==> src/iq_latency_pkg.sv <==
// constants, register map and mode encoding for the i/q path latency model
package iq_latency_pkg;

    localparam int DATA_W = 36;
    localparam int LAT_W = 15;
    localparam int DEPTH = 32768;
    localparam int RATE_W = 6;
    localparam int PHASE_W = 4;
    localparam int ADDR_W = 8;

    localparam logic [ADDR_W-1:0] CTRL_OFS = 8'h00;
    localparam logic [ADDR_W-1:0] SYNC_OFS = 8'h04;
    localparam logic [ADDR_W-1:0] LAT_OFS = 8'h08;
    localparam logic [ADDR_W-1:0] STATE_OFS = 8'h0C;

    localparam int MODE_LSB = 0;
    localparam int IN_SCALE_BIT = 2;
    localparam int INV_COMB_BIT = 3;
    localparam int COMB_BIT = 4;
    localparam int INV_SINC_BIT = 5;
    localparam int OUT_SCALE_BIT = 6;
    localparam int RATE_LSB = 8;
    localparam int PRESET_LSB = 0;
    localparam int PHASE_LSB = 16;

    localparam logic [31:0] CTRL_RST = 32'h0000_0210;
    localparam logic [RATE_W-1:0] PRESET_RST = 6'h02;

    typedef enum logic [1:0] {MODE_PAR_QUAD, MODE_SERIAL_QUAD, MODE_INTERP_DAC} mode_e;

    localparam logic [RATE_W-1:0] RATE_MIN = 6'h02;
    localparam logic [RATE_W-1:0] N_BYPASS = 6'h01;
    localparam logic [RATE_W-1:0] PRESET_MIN = 6'h02;
    localparam logic [RATE_W-1:0] STATE_LAST = 6'h01;

    localparam logic [LAT_W-1:0] DEMUX_PAR = 15'h0010;
    localparam logic [LAT_W-1:0] DEMUX_DAC = 15'h001C;
    localparam logic [LAT_W-1:0] SCALE_ON = 15'h0008;
    localparam logic [LAT_W-1:0] SCALE_OFF = 15'h0004;
    localparam logic [LAT_W-1:0] SCALE_NONE = 15'h0000;
    localparam logic [LAT_W-1:0] ICOMB_ON = 15'h0008;
    localparam logic [LAT_W-1:0] ICOMB_OFF = 15'h0004;
    localparam logic [LAT_W-1:0] HB_PAR = 15'h0045;
    localparam logic [LAT_W-1:0] HB_SER = 15'h0159;
    localparam logic [LAT_W-1:0] COMB_ON_MUL = 15'h0004;
    localparam logic [LAT_W-1:0] COMB_ON_ADD = 15'h0008;
    localparam logic [LAT_W-1:0] COMB_OFF_MUL = 15'h0002;
    localparam logic [LAT_W-1:0] COMB_OFF_ADD = 15'h0004;
    localparam logic [LAT_W-1:0] MOD_QUAD = 15'h0016;
    localparam logic [LAT_W-1:0] MOD_DAC = 15'h0000;
    localparam logic [LAT_W-1:0] SINC_ON = 15'h0008;
    localparam logic [LAT_W-1:0] SINC_OFF = 15'h0002;
    localparam logic [LAT_W-1:0] OSCALE_ON = 15'h000C;
    localparam logic [LAT_W-1:0] OSCALE_OFF = 15'h0002;
    localparam logic [LAT_W-1:0] DAC_IF = 15'h0008;

endpackage

==> src/clk_state_if.sv <==
// carrier between the latency model and its clock state generator
`timescale 1ns/1ps
interface clk_state_if;
    import iq_latency_pkg::*;
    logic [RATE_W-1:0] rate;
    logic [RATE_W-1:0] preset;
    logic sync_pulse;
    logic [RATE_W-1:0] state;

    modport ctrl (output rate, output preset, output sync_pulse, input state);
    modport gen (input rate, input preset, input sync_pulse, output state);
endinterface

==> src/clk_state_gen.sv <==
// presettable rate divider that sets the internal clock state on a sync pulse
`timescale 1ns/1ps
module clk_state_gen
    import iq_latency_pkg::*;
(
    input wire logic pclk,
    input wire logic presetn,
    clk_state_if.gen cs
);

    logic [RATE_W-1:0] state_reg;
    logic [RATE_W-1:0] state_next;
    logic [RATE_W-1:0] preset_applied;

    // preset held inside 2..R whatever software wrote
    assign preset_applied = (cs.preset < PRESET_MIN) ? PRESET_MIN :
                            (cs.preset > cs.rate) ? cs.rate : cs.preset;

    // same preset plus same pulse cycle gives every device the same state
    assign state_next = cs.sync_pulse ? preset_applied :
                        (state_reg <= STATE_LAST) ? cs.rate :
                        state_reg - STATE_LAST;

    always_ff @(posedge pclk or negedge presetn)
    begin
        if (!presetn)
            state_reg <= PRESET_RST;
        else
            state_reg <= state_next;
    end

    assign cs.state = state_reg;

endmodule

==> src/flat_wrapper.sv <==
// flat-port wrapper written by rule: the top's interface ports become plain ports
module clk_state_gen_flat import iq_latency_pkg::*;
  (pclk, presetn, cs_rate, cs_preset, cs_sync_pulse, cs_state);
  clk_state_if cs_i ();
  input wire logic pclk;
  input wire logic presetn;
  input wire logic [$bits(cs_i.rate)-1:0] cs_rate;
  input wire logic [$bits(cs_i.preset)-1:0] cs_preset;
  input wire logic [$bits(cs_i.sync_pulse)-1:0] cs_sync_pulse;
  output wire logic [$bits(cs_i.state)-1:0] cs_state;
  assign cs_i.rate = cs_rate;
  assign cs_i.preset = cs_preset;
  assign cs_i.sync_pulse = cs_sync_pulse;
  assign cs_state = cs_i.state;
  clk_state_gen u_core (.pclk(pclk), .presetn(presetn), .cs(cs_i));
endmodule
==> config.mk <==
export PLATFORM = sky130hd
export DESIGN_NAME = clk_state_gen_flat
export DESIGN_NICKNAME = d
export VERILOG_FILES = /design/src/iq_latency_pkg.sv /design/src/clk_state_if.sv /design/src/clk_state_gen.sv /design/src/flat_wrapper.sv
export SDC_FILE = /design/constraint.sdc
export NUM_CORES = 1
export LEC_CHECK = 0
export BUFFER_PORTS_ARGS = -buffer_cell sky130_fd_sc_hd__buf_2
export CELL_PAD_IN_SITES_DETAIL_PLACEMENT = 1
export CELL_PAD_IN_SITES_GLOBAL_PLACEMENT = 1
export CORE_MARGIN = 2
export CORE_UTILIZATION = 40
export CTS_BUF_LIST = sky130_fd_sc_hd__clkbuf_2
export CTS_CLUSTER_SIZE = 40
export DETAILED_ROUTE_END_ITERATION = 7
export PLACE_DENSITY_LB_ADDON = 0.1
export SYNTH_ARGS = -nofsm -noshare
export SYNTH_HDL_FRONTEND = slang
export SYNTH_SLANG_ARGS = --single-unit
==> constraint.sdc <==
create_clock -name pclk -period 4.4 [get_ports pclk]
set_input_delay 0.22 -clock pclk [delete_from_list [all_inputs] [get_ports pclk]]
set_output_delay 0.22 -clock pclk [all_outputs]
set_load 0.005 [all_outputs]
-- After elaboration in Yosys (flattened, before gate mapping)
Index checks and enable logic that the tools add are counted.
- bits in registers: 6
- input port bits: 15
- output and inout bits: 6
- word-level logic and storage cells: 9
- $add $sub $neg: 1
- magnitude comparators: 3
- multiplexer cells: 4
- operators by type and width (operator ; number):
    $mux W6 ; 4
    $gt A6 B6 Y1 ; 1
    $le A6 B1 Y1 const B ; 1
    $lt A6 B2 Y1 const B ; 1
    $sub A6 B1 Y6 const B ; 1

-- Logic depth before layout (Yosys ltp)
Gate-level depths: netlist (run 1).
- word-level depth: 4
- gate-level depth with buffers: 7
- mapped depth without buffers: 7

-- Worst setup path before layout (run 1)
OpenSTA, ideal clock, no wires.
- kind: register to register
- from: reg u_core.state_reg[2], in the netlist u_core.cs.state[2]
- to: reg u_core.state_reg[1], in the netlist u_core.cs.state[1]
- library setup time: 0.089 ns
- arrival: 1.587 ns
- required time: 4.311 ns
- path slack: 2.724 ns
- stages on the path, launching flop included: 6
- buffers on the path: 0
- clock period less this slack: 1.676 ns
- path through: dfrtp_1 > or3_4 > nor3_4 > mux2i_1 > nor2_1 > a211oi_1
- cells in the longest elaborated chain, start to end: 3
- RTL lines (element ; RTL line ; source):
    start, declared ; clk_state_gen.sv:11 ; logic [RATE_W-1:0] state_reg;
    start signal, assigned ; clk_state_gen.sv:29 ; state_reg <= state_next;
    $le A6 B1 Y1 ; clk_state_gen.sv:21 ; (state_reg <= STATE_LAST) ? cs.rate :
    $mux W6 ; clk_state_gen.sv:21 ;
    $mux W6 ; clk_state_gen.sv:20 ; assign state_next = cs.sync_pulse ? preset_applied :
    net u_core.state_next[1] ; clk_state_gen.sv:12 ; logic [RATE_W-1:0] state_next;
The timed path passes the listed nets, and every way through them passes these cells.

-- Worst setup path after layout (run 1)
Same ends and word-level chain as after synthesis.

==> impl_metrics.csv, run 1 <==
group,metric,value,unit
sta,setup_viol,0,
cts,cts.clk_slew.worst_paths,0.07,ns
grt,grt_pass1_wl,2490,µm
synth,syn_inst,66,
route,wl,1310,µm
sta,min_period_over_period,40.8,%
route,drc,0,
die,io_pins,21,
worst_setup_path,cp_data_arrival_time,1.93,ns
hold_path,worstHoldPathType,"primary input to register",
cts,cts_setup_buffers,0,
route,ant_nets,0,
die,dieArea,0.00184,mm²
synth,ys_ff_latch,6,
placement,numPortBuffers,20,
route,detail_route.wl_per_cell,12.2,µm
route,drt_first_pass_iters,4,
layout,syn2layout_area_growth,24.8,%
grt,grt.overflow.total,0,
die,core,0.00145,mm²
layout,utilization,51.9,%
die,start_util,41.6,%
placement,placed_area,724,µm²
worst_setup_path,critPathKind,"register to register",
synth,yosys_most_used_dff,"dfrtp_1",
route,via_per_inst,5.22,
power_and_ir_drop,leakage,0.388,nW
placement,gp_congestion,0.707,
worst_setup_path,crit_fanout,9,
cts,cts-root-buf,"clkbuf_2",
sta,timing.fmax,557,MHz
route,vias,559,
synth,synthDistinctLibCells,24,
layout,n_antenna_cell,0,
worst_setup_path,r2r_cells,5,
worst_setup_path,reg2reg_slack,2.61,ns
synth,synth-edff-count,0,
route,drtIter0Drc,7,
worst_setup_path,startpoint_type,"register",
sta,tns,0,ns
power_and_ir_drop,powerDensity,355,mW/mm²
cts,tritoncts,"yes",
cts,cts.sinks,6,
cts,cts-buffers-inserted,3,
grt,grt_max_degree,10,
sta,worst_slew_pin_slew,0.403,ns
worst_setup_path,reg2reg_from,"u_core.cs.state[2]",
die,die_x,42.9,µm
hold_path,worstHoldStart,"cs_rate[1]",
grt,grt_usage,17.6,%
sta,maxSlewViolCount,0,
synth,yosys_warnings,0,
layout,largest_register_ffs,6,
placement,dpl.hpwl,1170,µm
grt,grt_pass1_vias,565,
sta,min_period,1.79,ns
layout,final_area,754,µm²
synth,netlist_area,604,µm²
sta,rsz0062_at_grt,"no",
sta,relSlewSlack,73.0,%
cts,hold_buffers,1,
cts,cts_resized,0,
run,maxCapViolCount,0,
grt,antenna_found_initial,0,
layout,drive_above_1_share,31.9,%
hold_path,hold_path_end,"u_core.cs.state[1]",
cts,cts-htree-levels,1,
cts,cts_max_path_buffers,2,
hold_path,hold_path_depth,3,
cts,insertion_delay,0.23,ns
die,die_height,42.9,µm
synth,async_flop_share,100,%
run_status,status,"finished, final reports clean",
synth,syn_nets,89,
die,fp-row-count,14,
sta,finalClockSkew,0.00516,ns
synth,synth_area_per_cell,9.16,µm²
worst_setup_path,required,4.54,ns
layout,fin_nets,115,
synth,synth_seq_area_share,25.1,%
sta,hold_viol_final,0,
power_and_ir_drop,worst_ir_drop_vdd,0.122,mV
worst_setup_path,r2r_end,"u_core.cs.state[1]",
worst_setup_path,endpoint_kind,"register",
[cells by family (layout without fill, tap and decap cells)]
family / after synthesis / count (layout) / share of synthesized area [%]
AO/OA/AOI/OAI: 14 / 14 / 16.8
buffers and inverters: 8 / 33 / 4.97
flip-flops: 6 / 6 / 25.1
multiplexers: 8 / 8 / 13.3
AND/OR/NAND/NOR: 18 / 18 / 17.6
adder cells (fa/ha/maj): 8 / 8 / 16.6
XOR/XNOR: 4 / 4 / 5.80
[final cells by class]
type                       instances  area (µm²)
tap                               16        20.0
sequential                         6         151
multi-input combinational         52         423
timing repair buffer              21         110
fill                             189         699
inverter                           8        30.0
clock buffer                       4        20.0
[how the worst max path moves through the flow]
stage | startpoint | endpoint | cells past startpoint | slack [ns]
floorplan | u_core.cs.state[2] | u_core.cs.state[1] | 5 | 2.72
global placement | cs_rate[5] | u_core.cs.state[3] | 8 | 2.55
detailed placement | cs_rate[5] | u_core.cs.state[3] | 8 | 2.50
CTS | u_core.cs.state[2] | u_core.cs.state[1] | 5 | 2.58
global route | u_core.cs.state[2] | u_core.cs.state[1] | 5 | 2.46
finish | u_core.cs.state[2] | u_core.cs.state[1] | 5 | 2.61
[critical path, cell delays in order (launching register included)]
cell	delay (ns)
dfrtp_1	0.42
or3_4	0.40
nor3_4	0.38
mux2i_1	0.25
nor2_1	0.05
a211oi_1	0.20
[layout by cell type, fill, tap and decap left out, types with 4 or more instances in the layout]
| cell | instances |
|---|---|
| mux2i_1 | 8 |
| clkbuf_2 | 4 |
| a21oi_1 | 4 |
| ha_1 | 8 |
| inv_1 | 8 |
| nor2_1 | 7 |
| o22ai_1 | 5 |
| dfrtp_1 | 5 |
| buf_2 | 20 |
[power by group]
part	total, mW	switching (mW)	internal (mW)
clock network	0.0454	0.0213	0.0241
logic	0.132	0.0654	0.0662
registers	0.0913	0.0188	0.0725
[cell usage after synthesis, types with 3 or more instances]
library cell	n	share of area, %
inv_1	8	5.0
o22ai_1	5	5.2
mux2i_1	8	13
a21oi_1	4	3.3
ha_1	8	17
xnor2_1	3	4.3
nor3_1	3	2.5
nor2_1	7	4.3
dfrtp_1	5	21
[routing by layer]
metal	share of wire (%)	vias to the layer above	GRT usage, %
li1	-	288	-
met1	43	256	22.6
met2	52	13	30.0
met3	3.7	2	1.28
met4	1.1	0	7.50
met5	0	-	0
[through the flow]
stage	hold slack, ns	instances	worst slack, ns	total power, mW
floorplan	-0.0756	66	2.72	0.181
global placement	0.0500	102	2.55	0.223
detailed placement	0.0517	102	2.50	0.225
CTS	0.264	107	2.58	0.273
global route	0.261	107	2.46	0.299
finish	0.268	107	2.61	0.268
Note: power is estimated with default switching activity, not from simulation.
==> run 2: changes to the inputs <==
--- a/config.mk
+++ b/config.mk
@@ -9,7 +9,7 @@
 export CELL_PAD_IN_SITES_DETAIL_PLACEMENT = 1
 export CELL_PAD_IN_SITES_GLOBAL_PLACEMENT = 1
 export CORE_MARGIN = 2
-export CORE_UTILIZATION = 40
+export CORE_UTILIZATION = 33
 export CTS_BUF_LIST = sky130_fd_sc_hd__clkbuf_2
 export CTS_CLUSTER_SIZE = 40
 export DETAILED_ROUTE_END_ITERATION = 7
==> constraint.sdc (replaced) <==
create_clock -name pclk -period 1.4 [get_ports pclk]
set_input_delay 0.07 -clock pclk [delete_from_list [all_inputs] [get_ports pclk]]
set_output_delay 0.07 -clock pclk [all_outputs]
set_load 0.005 [all_outputs]
==> run 2 against run 1 <==
- cell area grew 34%
- hold slack got worse by 0.15 ns
- clock skew increased by 0.011 ns
- global-route usage rose by 1.2 points
- utilization up 6.8 points
- the flow now finishes with violations (setup timing)
- largest power group unchanged
- via count increased by 22%
- first-iteration DRC count is 71% lower
- critical path depth is 1 higher
- cell count rose by 33%
==> impl_metrics.csv, run 2 (synthesis results as in run 1) <==
group,metric,value,unit
run_status,status,"finished with violations",
run_status,violations,"setup timing",
route,ant_nets,0,
run,maxCapViolCount,0,
cts,cts_max_path_buffers,2,
sta,tns,-0.935,ns
layout,final_cell_mix,"25 x buf_4, 20 x buf_2, 8 x mux2i_1",
worst_setup_path,cp_data_arrival_time,1.76,ns
worst_setup_path,startpoint_type,"register",
worst_setup_path,required,1.56,ns
sta,min_period,1.60,ns
layout,utilization,58.7,%
route,drc,0,
route,drtIter0Drc,2,
worst_setup_path,slowest_delay,0.40,ns
sta,setup_viol,6,
sta,min_period_over_period,114,%
sta,rsz0062_at_grt,"yes",
layout,largest_register_ffs,6,
route,top_layer,"met4",
placement,numPortBuffers,20,
die,die_height,46.8,µm
layout,fin_nets,141,
sta,fin_ws,-0.196,ns
layout,layout.cells.non_filler,142,
placement,dp_cells,133,
route,detail_route.wl_per_cell,13.6,µm
die,core,0.00173,mm²
route,via_per_inst,4.79,
die,fp-row-count,15,
die,io_pins,21,
sta,timing.fmax,627,MHz
route,drt_first_pass_iters,3,
worst_setup_path,cpMaxStageDelayCell,"or3_4",
cts,tritoncts,"yes",
layout,drive_above_1_share,54.7,%
route,wl,1930,µm
route,dr_wl_met3,50,µm
cts,cts-root-buf,"clkbuf_2",
layout,syn2layout_area_growth,67.7,%
die,die_x,46.8,µm
grt,antenna_found_initial,0,
worst_setup_path,crit_fanout,4,
grt,grt_max_degree,8,
route,drt-met1-wl,773,µm
route,vias,680,
grt,grt.overflow.total,0,
cts,cts-htree-levels,1,
power_and_ir_drop,leakage,0.519,nW
die,start_util,35.0,%
power_and_ir_drop,powerDensity,1080,mW/mm²
layout,n_antenna_cell,0,
power_and_ir_drop,worst_ir_drop_vdd,0.364,mV
placement,gp_congestion,0.651,
hold_path,worstHoldPathType,"primary input to register",
worst_setup_path,critPathKind,"register to register",
sta,maxSlewViolCount,0,
sta,worst_slew_pin_slew,0.347,ns
cts,cts-buffers-inserted,3,
cts,insertion_delay,0.25,ns
worst_setup_path,path_cells,"or3_4 -> nor3_4 -> buf_6 -> mux2i_1 -> nor2_1 -> a211oi_2",
grt,grt_usage,18.8,%
die,dieArea,0.00219,mm²
placement,dpl.hpwl,1440,µm
grt,grt_pass1_wl,2840,µm
sta,hold_viol_final,0,
sta,relSlewSlack,76.8,%
layout,layout_commonest_cell,"buf_4",
sta,finalClockSkew,0.0158,ns
grt,grt_pass1_vias,735,
worst_setup_path,endpoint_kind,"register",
cts,cts.sinks,6,
cts,cts.clk_slew.worst_paths,0.08,ns
route,met2_length,1060,µm
## run 2: changes by cell type in the layout (fill, tap and decap cells not counted), moves of 2 or more
cell    before  now
buf_4        0   25
nor2_1       7    3
nor2_2       0    3
ha_1         8    6
ha_4         0    2
## run 2: where the power goes
| part | switching [mW] | internal, mW | total, mW |
|---|---|---|---|
| Combinational | 0.312 | 0.358 | 0.670 |
| Sequential | 0.0413 | 0.227 | 0.269 |
| Clock | 0.0790 | 0.0756 | 0.155 |
## run 2: routing by layer
layer / GRT usage [%] / vias up
li1: - / 338
met1: 17.8 / 320
met2: 38.1 / 17
met3: 1.15 / 5
met4: 11.7 / 0
met5: 0 / -
## run 2: through the flow
stage | hold WS [ns] | worst slack, ns | instance area, µm² | power [mW]
after global placement | -0.103 | -0.243 | 901 | 0.806
after CTS | 0.112 | -0.233 | 957 | 1.01
after detailed placement | -0.102 | -0.299 | 901 | 0.825
after floorplan | -0.226 | -0.208 | 604 | 0.567
final | 0.115 | -0.196 | 1010 | 1.09
after global routing | 0.122 | -0.276 | 1010 | 1.18
## run 2: final cells by class
cell class,instances,area [µm²]
Timing Repair Buffer,47,309
Tap cell,25,31.3
Fill cell,225,713
Clock buffer,4,20.0
Multi-Input combinational cell,52,472
Inverter,8,30.0
Sequential cell,6,151
## run 2: worst paths after layout
| check | start | endpoint | slack, ns | cells after the start |
|---|---|---|---|---|
| worst min register to register | u_core.cs.state[1] | u_core.cs.state[1] | 0.82 | 5 |
| max in group asynchronous | presetn | u_core.cs.state[1] | 1.00 | 2 |
| worst min-delay path | cs_sync_pulse | u_core.cs.state[0] | 0.11 | 2 |
| worst max-delay path | u_core.cs.state[2] | u_core.cs.state[1] | -0.20 | 6 |
| min in group asynchronous | presetn | u_core.cs.state[4] | 0.16 | 2 |
| worst max register to register | u_core.cs.state[2] | u_core.cs.state[1] | -0.20 | 6 |
## run 2: worst max-delay path, delay by kind of cell (launching register included)
family	cells	cell delay [ns]
compound gates	1	0.14
simple gates	3	0.63
mux	1	0.18
buf+inv	1	0.15
flops	1	0.39
## run 2: timing repair
item / CTS / global route
gates resized for setup: 4 / 10
setup buffers: 2 / 2
hold buffers: 1 / 0
pin swaps: 2 / 2
hold endpoints to repair: 6 / 0
setup endpoints to repair: 6 / 6
